### src/verilog/scit_pkg.sv
// Constants for the system clock control and interval timer block.
// Assumes a 10 MHz system clock and an AXI4-Lite master with 32-bit data.
package scit_pkg;
	// Register indices; byte address is four times the index
	localparam logic [7:0] IDX_SYS_CLOCK_CONTROL = 8'h8A;
	localparam logic [7:0] IDX_INTERVAL_CONTROL  = 8'h8B;
	localparam logic [7:0] IDX_INTERVAL_COUNT    = 8'h8C;
	localparam logic [7:0] IDX_IRQ_STATUS        = 8'h90;
	localparam logic [7:0] IDX_IRQ_MASK          = 8'h91;
	localparam int         ADDR_W                = 12;

	// Reset values
	localparam logic [7:0] CLKCTL_RESET = 8'h04;
	localparam logic [7:0] TMRCTL_RESET = 8'h05;
	localparam logic [7:0] COUNT_RESET  = 8'h00;

	// System clock control fields
	localparam int CLKCTL_DEEP_STOP = 7;
	localparam int CLKCTL_DIV_LSB   = 5;
	localparam int CLKCTL_BYPASS    = 4;
	localparam int CLKCTL_RC_HALT   = 3;
	localparam int CLKCTL_XT_HALT   = 2;
	localparam int CLKCTL_SRC_LSB   = 0;

	// Interval timer control fields
	localparam int TMRCTL_FLAG       = 7;
	localparam int TMRCTL_CLEAR      = 3;
	localparam int TMRCTL_PERIOD_LSB = 0;

	// Interrupt status bits
	localparam int IRQ_OVERFLOW = 0;
	localparam int IRQ_RESUMED  = 1;

	// Clock source codes
	localparam logic [1:0] SRC_RC   = 2'h0;
	localparam logic [1:0] SRC_XTAL = 2'h1;
	localparam logic [1:0] SRC_SUB  = 2'h2;
	localparam logic [1:0] SRC_RING = 2'h3;

	// Power control value that requests stop
	localparam logic [7:0] POWER_STOP = 8'h03;

	// Timing
	localparam int         CLK_PERIOD_NS     = 100;
	localparam int         MACHINE_CYCLE_NS  = 200;
	localparam logic [1:0] MACHINE_CYCLES    =
		2'((MACHINE_CYCLE_NS + CLK_PERIOD_NS - 1) / CLK_PERIOD_NS);
	localparam logic [7:0] RING_PRESCALE_MAX = 8'hFF;

	// AXI responses
	localparam logic [1:0] RESP_OKAY   = 2'h0;
	localparam logic [1:0] RESP_SLVERR = 2'h2;

	typedef enum logic [1:0] {ST_RUN, ST_STOP, ST_WARM} scit_state_e;
endpackage : scit_pkg

### src/verilog/scit_clock_timer.sv
// System clock selector, divider, stop control and basic interval timer.
// Assumes oscillator outputs arrive as plain levels and are sampled here;
// registers are reached over AXI4-Lite on sys_clk_i.
//
// Contract
// Reset selects internal RC, divide by one
// Divide field gives RC over 1,2,4,8
// Source field picks RC, crystal, sub, ring
// Bypass set: switch now; else at wake
// RC halt honoured only with bypass set
// Crystal halt resets set, needs bypass set
// Stop-select chooses deep or light stop
// Interval timer runs from ring oscillator
// Interval counter is free running, unstoppable
// Clear bit zeroes counter, self-clears later
// Selected period elapsing sets overflow flag
// Period field doubles from 0.512 ms
// Count register reads counter, resets zero
// Overflow is the watchdog time base
// Overflow wait at power-on and wake
// Clock control register resets to 04H
// Writing zero clears overflow flag
// Source changes never shorten clock pulses
`timescale 1ns/1ps
module scit_clock_timer (
	input  wire logic                        sys_clk_i,
	input  wire logic                        srst_i,
	input  wire logic                        rc_osc_i,
	input  wire logic                        xtal_osc_i,
	input  wire logic                        sub_osc_i,
	input  wire logic                        ring_osc_i,
	input  wire logic                        wake_i,
	input  wire logic                        crystal_fuse_allow_i,
	input  wire logic [7:0]                  power_control_i,
	input  wire logic                        s_axi_awvalid,
	output logic                             s_axi_awready,
	input  wire logic [scit_pkg::ADDR_W-1:0] s_axi_awaddr,
	input  wire logic                        s_axi_wvalid,
	output logic                             s_axi_wready,
	input  wire logic [31:0]                 s_axi_wdata,
	input  wire logic [3:0]                  s_axi_wstrb,
	output logic                             s_axi_bvalid,
	input  wire logic                        s_axi_bready,
	output logic [1:0]                       s_axi_bresp,
	input  wire logic                        s_axi_arvalid,
	output logic                             s_axi_arready,
	input  wire logic [scit_pkg::ADDR_W-1:0] s_axi_araddr,
	output logic                             s_axi_rvalid,
	input  wire logic                        s_axi_rready,
	output logic [31:0]                      s_axi_rdata,
	output logic [1:0]                       s_axi_rresp,
	output logic                             sys_clk_o,
	output logic                             sys_clk_ready_o,
	output logic                             rc_osc_en_o,
	output logic                             xtal_osc_en_o,
	output logic                             stop_o,
	output logic                             deep_stop_select_o,
	output logic                             watchdog_tick_o,
	output logic                             irq_o
);
	typedef struct packed {
		logic                     aw_ok;
		logic [7:0]               aw_idx;
		logic                     w_ok;
		logic [7:0]               wdat;
		logic                     wlane;
		logic                     bvalid;
		logic [1:0]               bresp;
		logic                     rvalid;
		logic [31:0]              rdata;
		logic [1:0]               rresp;
		logic [7:0]               clk_ctrl;
		logic [2:0]               period;
		logic                     flag;
		logic [1:0]               clr_cnt;
		logic [7:0]               bit_cnt;
		logic [7:0]               pre_cnt;
		logic [1:0]               irq_stat;
		logic [1:0]               irq_mask;
		logic [4:0]               s1;
		logic [4:0]               s2;
		logic [4:0]               prv;
		logic [2:0]               rc_cnt;
		logic [1:0]               src;
		logic [1:0]               div;
		logic [1:0]               tgt_src;
		logic [1:0]               tgt_div;
		logic                     pend;
		logic                     rc_halt;
		logic                     xt_halt;
		logic                     clk_out;
		logic                     wd_tick;
		logic                     deep;
		scit_pkg::scit_state_e    state;
	} scit_regs_s;

	scit_regs_s q;
	scit_regs_s next_q;

	logic [4:0] raw_in;
	logic [4:0] rise;
	logic       bit_tick;
	logic       ovf;
	logic [7:0] low_mask;
	logic       wr_fire;
	logic       run;
	logic       cur_lvl;
	logic       tgt_lvl;
	logic [7:0] ridx;

	assign raw_in = {wake_i, ring_osc_i, sub_osc_i, xtal_osc_i, rc_osc_i};

	// Level of a source at a given divide setting
	function automatic logic src_level(input logic [1:0] s, input logic [1:0] d,
		input logic [4:0] lv, input logic [2:0] rc);
		logic r;
		r = (d == 2'h0) ? lv[0] : rc[d - 2'h1];
		unique case (s)
			scit_pkg::SRC_RC:   src_level = r;
			scit_pkg::SRC_XTAL: src_level = lv[1];
			scit_pkg::SRC_SUB:  src_level = lv[2];
			scit_pkg::SRC_RING: src_level = lv[3];
		endcase
	endfunction : src_level

	always_comb
	begin
		next_q  = q;
		rise    = q.s2 & ~q.prv;
		run     = (q.state == scit_pkg::ST_RUN);
		ridx    = s_axi_araddr[9:2];
		// Synchronisers and edge history
		next_q.s1  = raw_in;
		next_q.s2  = q.s1;
		next_q.prv = q.s2;

		// Ring-clocked prescaler and free-running counter
		bit_tick = rise[3] && (q.pre_cnt == scit_pkg::RING_PRESCALE_MAX);
		low_mask = ~(8'hFE << q.period);
		ovf      = bit_tick && ((q.bit_cnt | ~low_mask) == 8'hFF);
		if (rise[3])
			next_q.pre_cnt = q.pre_cnt + 8'h01;
		if (bit_tick)
			next_q.bit_cnt = q.bit_cnt + 8'h01;
		next_q.wd_tick = ovf;
		if (q.clr_cnt != 2'h0)
			next_q.clr_cnt = q.clr_cnt - 2'h1;

		// RC divider
		if (rise[0])
			next_q.rc_cnt = q.rc_cnt + 3'h1;

		// Glitch-free output: finish the old high phase, hold low, move when both low
		cur_lvl = src_level(q.src, q.div, q.s2, q.rc_cnt);
		tgt_lvl = src_level(q.tgt_src, q.tgt_div, q.s2, q.rc_cnt);
		if (q.pend)
		begin
			next_q.clk_out = q.clk_out && cur_lvl && run;
			if (!q.clk_out && !tgt_lvl)
			begin
				next_q.src  = q.tgt_src;
				next_q.div  = q.tgt_div;
				next_q.pend = 1'b0;
			end
		end
		else
			next_q.clk_out = cur_lvl && run;

		// Stop and warm-up sequencing
		unique case (q.state)
			scit_pkg::ST_RUN:
				if (power_control_i == scit_pkg::POWER_STOP)
				begin
					next_q.state = scit_pkg::ST_STOP;
					next_q.deep  = q.clk_ctrl[scit_pkg::CLKCTL_DEEP_STOP];
				end
			scit_pkg::ST_STOP:
				if (q.s2[4])
				begin
					next_q.state = scit_pkg::ST_WARM;
					if (!q.clk_ctrl[scit_pkg::CLKCTL_BYPASS])
					begin
						next_q.tgt_src = q.clk_ctrl[scit_pkg::CLKCTL_SRC_LSB +: 2];
						next_q.tgt_div = q.clk_ctrl[scit_pkg::CLKCTL_DIV_LSB +: 2];
						next_q.pend    = 1'b1;
					end
				end
			scit_pkg::ST_WARM:
				if (ovf)
				begin
					next_q.state = scit_pkg::ST_RUN;
					next_q.irq_stat[scit_pkg::IRQ_RESUMED] = 1'b1;
				end
		endcase

		// AXI write channel
		if (s_axi_awvalid && !q.aw_ok)
		begin
			next_q.aw_ok  = 1'b1;
			next_q.aw_idx = s_axi_awaddr[9:2];
		end
		if (s_axi_wvalid && !q.w_ok)
		begin
			next_q.w_ok  = 1'b1;
			next_q.wdat  = s_axi_wdata[7:0];
			next_q.wlane = s_axi_wstrb[0];
		end
		wr_fire = q.aw_ok && q.w_ok && !q.bvalid;
		if (wr_fire)
		begin
			next_q.aw_ok  = 1'b0;
			next_q.w_ok   = 1'b0;
			next_q.bvalid = 1'b1;
			next_q.bresp  = scit_pkg::RESP_OKAY;
			unique case (q.aw_idx)
				scit_pkg::IDX_SYS_CLOCK_CONTROL:
					if (q.wlane)
					begin
						next_q.clk_ctrl = q.wdat;
						if (q.wdat[scit_pkg::CLKCTL_BYPASS])
						begin
							next_q.tgt_src = q.wdat[scit_pkg::CLKCTL_SRC_LSB +: 2];
							next_q.tgt_div = q.wdat[scit_pkg::CLKCTL_DIV_LSB +: 2];
							next_q.pend    = 1'b1;
							next_q.rc_halt = q.wdat[scit_pkg::CLKCTL_RC_HALT];
							next_q.xt_halt = q.wdat[scit_pkg::CLKCTL_XT_HALT]
								|| !crystal_fuse_allow_i;
						end
					end
				scit_pkg::IDX_INTERVAL_CONTROL:
					if (q.wlane)
					begin
						next_q.period = q.wdat[scit_pkg::TMRCTL_PERIOD_LSB +: 3];
						if (!q.wdat[scit_pkg::TMRCTL_FLAG])
							next_q.flag = 1'b0;
						if (q.wdat[scit_pkg::TMRCTL_CLEAR])
						begin
							next_q.bit_cnt = scit_pkg::COUNT_RESET;
							next_q.pre_cnt = 8'h00;
							next_q.clr_cnt = scit_pkg::MACHINE_CYCLES;
						end
					end
				scit_pkg::IDX_INTERVAL_COUNT: ;
				scit_pkg::IDX_IRQ_STATUS:
					if (q.wlane)
						next_q.irq_stat = next_q.irq_stat & ~q.wdat[1:0];
				scit_pkg::IDX_IRQ_MASK:
					if (q.wlane)
						next_q.irq_mask = q.wdat[1:0];
				default:
					next_q.bresp = scit_pkg::RESP_SLVERR;
			endcase
		end
		if (q.bvalid && s_axi_bready)
			next_q.bvalid = 1'b0;

		// Hardware events win over software clears
		if (ovf)
		begin
			next_q.flag = 1'b1;
			next_q.irq_stat[scit_pkg::IRQ_OVERFLOW] = 1'b1;
		end
		if (ovf && q.state == scit_pkg::ST_WARM)
			next_q.irq_stat[scit_pkg::IRQ_RESUMED] = 1'b1;

		// AXI read channel
		if (s_axi_arvalid && !q.rvalid)
		begin
			next_q.rvalid = 1'b1;
			next_q.rresp  = scit_pkg::RESP_OKAY;
			next_q.rdata  = 32'h0000_0000;
			unique case (ridx)
				scit_pkg::IDX_SYS_CLOCK_CONTROL:
					next_q.rdata[7:0] = q.clk_ctrl;
				scit_pkg::IDX_INTERVAL_CONTROL:
				begin
					next_q.rdata[scit_pkg::TMRCTL_FLAG]  = q.flag;
					next_q.rdata[scit_pkg::TMRCTL_CLEAR] = (q.clr_cnt != 2'h0);
					next_q.rdata[scit_pkg::TMRCTL_PERIOD_LSB +: 3] = q.period;
				end
				scit_pkg::IDX_INTERVAL_COUNT:
					next_q.rdata[7:0] = q.bit_cnt;
				scit_pkg::IDX_IRQ_STATUS:
					next_q.rdata[1:0] = q.irq_stat;
				scit_pkg::IDX_IRQ_MASK:
					next_q.rdata[1:0] = q.irq_mask;
				default:
					next_q.rresp = scit_pkg::RESP_SLVERR;
			endcase
		end
		else if (q.rvalid && s_axi_rready)
			next_q.rvalid = 1'b0;

		// Synchronous reset
		if (srst_i)
		begin
			next_q          = '0;
			next_q.clk_ctrl = scit_pkg::CLKCTL_RESET;
			next_q.period   = scit_pkg::TMRCTL_RESET[scit_pkg::TMRCTL_PERIOD_LSB +: 3];
			next_q.bit_cnt  = scit_pkg::COUNT_RESET;
			next_q.src      = scit_pkg::SRC_RC;
			next_q.tgt_src  = scit_pkg::SRC_RC;
			next_q.xt_halt  = 1'b1;
			next_q.state    = scit_pkg::ST_WARM;
		end
	end

	always_ff @(posedge sys_clk_i)
	begin
		q <= next_q;
	end

	assign s_axi_awready      = !q.aw_ok;
	assign s_axi_wready       = !q.w_ok;
	assign s_axi_bvalid       = q.bvalid;
	assign s_axi_bresp        = q.bresp;
	assign s_axi_arready      = !q.rvalid;
	assign s_axi_rvalid       = q.rvalid;
	assign s_axi_rdata        = q.rdata;
	assign s_axi_rresp        = q.rresp;
	assign sys_clk_o          = q.clk_out;
	assign sys_clk_ready_o    = (q.state == scit_pkg::ST_RUN);
	assign rc_osc_en_o        = !q.rc_halt && (q.state != scit_pkg::ST_STOP);
	assign xtal_osc_en_o      = !q.xt_halt && crystal_fuse_allow_i
		&& (q.state != scit_pkg::ST_STOP);
	assign stop_o             = (q.state == scit_pkg::ST_STOP);
	assign deep_stop_select_o = q.deep;
	assign watchdog_tick_o    = q.wd_tick;
	assign irq_o              = |(q.irq_stat & q.irq_mask);
endmodule : scit_clock_timer

### config.mk
export PLATFORM = sky130hd
export DESIGN_NAME = scit_clock_timer
export DESIGN_NICKNAME = d
export VERILOG_FILES = /design/src/verilog/scit_pkg.sv /design/src/verilog/scit_clock_timer.sv
export SDC_FILE = /design/constraint.sdc
export NUM_CORES = 1
export LEC_CHECK = 0
export ABC_AREA = 1
export ABC_CLOCK_PERIOD_IN_PS = 2300
export BUFFER_PORTS_ARGS = -buffer_cell sky130_fd_sc_hd__buf_4
export CAP_MARGIN = 10
export CORE_ASPECT_RATIO = 1.1
export CORE_MARGIN = 2
export CORE_UTILIZATION = 45
export DETAILED_ROUTE_END_ITERATION = 6
export HOLD_SLACK_MARGIN = 0.02
export PLACE_DENSITY = 0.81
export SYNTH_ARGS = -nofsm -noshare
export SYNTH_HDL_FRONTEND = slang
export SYNTH_SLANG_ARGS = --single-unit
export TNS_END_PERCENT = 10
### constraint.sdc
create_clock -name sys_clk_i -period 2.3 [get_ports sys_clk_i]
set_clock_uncertainty 0.1 [all_clocks]
set_input_delay 0.23 -clock sys_clk_i [delete_from_list [all_inputs] [get_ports sys_clk_i]]
set_output_delay 0.23 -clock sys_clk_i [all_outputs]
set_load 0.005 [all_outputs]
==> impl_metrics.env <==
export IMPL_min_path_type="primary input to register"
export IMPL_max_stage_delay_ns=0.36
export IMPL_dr_total_vias=4025
export IMPL_portBuffers=68
export IMPL_numCtsBuffers=9
export IMPL_cts_setup_buffers=0
export IMPL_postSynthAreaPerCell_um2=7.24
export IMPL_ctsHtreeMaxLevel=3
export IMPL_track_usage_pct=19.3
export IMPL_placed_area_um2=4970
export IMPL_nNetsFinal=787
export IMPL_slew_viol_final=0
export IMPL_ir_drop_v=0.000349
export IMPL_grt_first_pass_wirelength_um=16800
export IMPL_final_hold_viol_count=0
export IMPL_tns_ns=0
export IMPL_grt_max_degree=55
export IMPL_clock_path_buffers=2
export IMPL_gp_congestion=0.835
export IMPL_ys_async_sr_fraction_pct=0
export IMPL_vias_per_cell=4.89
export IMPL_crit_arrival_ns=1.54
export IMPL_wire_per_inst_um=12.1
export IMPL_clock_latency_ns=0.37
export IMPL_yosysTopAreaCell="dfxtp_1"
export IMPL_crit_required_ns=1.97
export IMPL_cp_max_fo=6
export IMPL_cellPowerDensity_nw_per_um2=623
export IMPL_drive_above_1_share_pct=14.2
export IMPL_routed_wl_um=9940
export IMPL_clock_sinks=96
export IMPL_die_h_um=109
export IMPL_antenna_cells=0
export IMPL_synth_edf_count=0
export IMPL_max_freq_mhz=534
export IMPL_postCtsResizedCells=0
export IMPL_period_minus_slack_ns=1.87
export IMPL_route_antenna_remaining_nets=0
export IMPL_area_delta_synth_final_pct=17.7
export IMPL_worstMarginPinSlew_ns=0.520
export IMPL_die_area_um2=10900
export IMPL_cts_hold_buf=16
export IMPL_ios=130
export IMPL_fin_util_pct=54.2
export IMPL_die_width_um=99.7
export IMPL_clk_pin_slew_ns=0.09
export IMPL_rows=38
export IMPL_coreArea_um2=9840
export IMPL_rsz0062_at_grt="no"
export IMPL_reg2reg_slack_ns=0.43
export IMPL_antenna_found_initial=0
export IMPL_synth_ff_type="dfxtp_1"
export IMPL_path_cells="inv_1 -> ha_1 -> nor3_1 -> buf_4"
export IMPL_grt_pass1_vias=3819
export IMPL_crit_start="q[1]"
export IMPL_seq_area_frac_synth_pct=42.4
export IMPL_leakagePower_nw=2.38
export IMPL_first_iter_violations=164
export IMPL_synth_area_leaders="dfxtp_1 42%, nor2_1 8.1%, nand2_1 7.5%, inv_1 7.0%, buf_4 6.0%"
export IMPL_synth_cells=626
export IMPL_synth_seq_cells=96
export IMPL_cts_root_buf="clkbuf_8"
export IMPL_drv_cap=0
export IMPL_synth_top_cell_area_share_pct=42.4
export IMPL_fin_crit_sh_pct=81.4
export IMPL_dpl_hpwl_um=7400
export IMPL_ys_types=35
export IMPL_r2r_start="q[8]"
export IMPL_min_delay_start="s_axi_wdata[7]"
export IMPL_critPathLaunchType="register"
export IMPL_slowest_stage="dfxtp_1"
export IMPL_slew_headroom_pct=65.3
export IMPL_drtPass1Iterations=7
export IMPL_crit_path_end_kind="primary output"
export IMPL_crit_type="register to primary output"
export IMPL_final_area_um2=5340
export IMPL_start_util_pct=46.1
export IMPL_status="finished clean"
export IMPL_syn_area_um2=4530
export IMPL_cts_tree="done"
export IMPL_overflow=0
export IMPL_drc=0
export IMPL_setup_viol=0
export IMPL_ys_warn_count=0
-- flip-flops by register name, indices dropped and copies added, names as in the netlist --
name / cells
s_axi_rvalid: 1
sys_clk_o: 1
s_axi_bresp: 1
q: 81
s_axi_bvalid: 1
watchdog_tick_o: 1
deep_stop_select_o: 1
s_axi_rresp: 1
s_axi_rdata: 8
-- cells in the mapped netlist, types with 5 or more instances --
master    number
o22ai_1        5
nor3_1        15
nand2_1       91
nand4_1        5
ha_1           8
xor2_1         6
inv_1         85
o21ai_0       50
o211ai_1       8
dfxtp_1       96
buf_4         36
a21oi_1       47
nand3_1       32
nor2_1        98
clkbuf_1       8
-- path summary, 6_finish.rpt --
path | endpoint | depth (start not counted)
hold reg to reg | q[25] | 2
hold / removal | q[114] | 3
setup reg to reg | q[15] | 8
setup / recovery | xtal_osc_en_o | 4
-- cells by family (layout without fill, tap and decap cells) --
logic type	after synthesis	in the layout	share of synthesized area, %
AO/OA/AOI/OAI	116	116	13.6
AND/OR/NAND/NOR	257	257	25.2
XOR/XNOR	9	9	1.74
flip-flops	96	96	42.4
other	1	26	0.0827
adder cells (fa/ha/maj)	8	8	2.21
buffers and inverters	139	191	14.7
-- cell type report --
cell class	instances	area, um^2
Timing Repair Buffer	86	686
Clock inverter	4	52.6
Sequential cell	96	1920
Tap cell	120	150
Clock buffer	12	155
Multi-Input combinational cell	416	2040
Inverter	89	334
Fill cell	926	4500
-- routing by layer --
metal	routed length, um	up-vias	GRT usage [%]	share of wire, %
met5	0	-	0	0
met4	285	0	9.69	2.9
met3	296	21	2.82	3.0
met2	5080	80	35.3	51
met1	4280	1848	21.9	43
li1	-	2076	-	-
-- cell usage in the layout (no fill, tap or decap), types with 3 or more instances in the layout --
cell,synthesis,layout
nand3_1,32,32
clkbuf_8,0,11
nor3_1,15,15
nor2_2,3,3
inv_2,3,3
o22ai_1,5,5
nor2_1,98,98
nand4_1,5,5
xor2_1,6,6
o21ai_0,50,50
a21oi_1,47,47
nand2_4,3,3
nand2_1,91,91
conb_1,1,26
nor3b_1,3,3
o211ai_1,8,8
dlygate4sd3_1,0,16
inv_1,85,85
a211oi_1,3,3
xnor2_1,3,3
ha_1,8,8
clkinvlp_4,0,3
buf_4,36,70
dfxtp_1,96,96
-- worst max-delay path, delay by kind of cell (launching register included) --
family / cells / cell delay (ns)
and+or+nand+nor: 1 / 0.30
DFF: 1 / 0.36
adders and majority gates: 1 / 0.27
buffers and inverters: 2 / 0.24
-- metrics by stage --
step / setup WS (ns) / power [mW] / instances / hold slack [ns]
2_1_floorplan: 0.688 / 2.07 / 651 / 0.237
3_3_place_gp: 0.527 / 2.18 / 791 / 0.294
3_5_place_dp: 0.486 / 2.20 / 791 / 0.292
4_1_cts: 0.399 / 3.35 / 823 / 0.0295
5_1_grt: 0.270 / 3.48 / 823 / 0.0720
6_report: 0.428 / 3.33 / 823 / 0.0429
-- where the power goes --
| group | total (mW) | switching (mW) | internal, mW |
|---|---|---|---|
| sequential | 1.77 | 0.0456 | 1.72 |
| combinational | 0.409 | 0.227 | 0.182 |
| clock | 1.15 | 0.585 | 0.562 |
| total | 3.33 | 0.858 | 2.47 |
(Power assumes the default switching activity.)
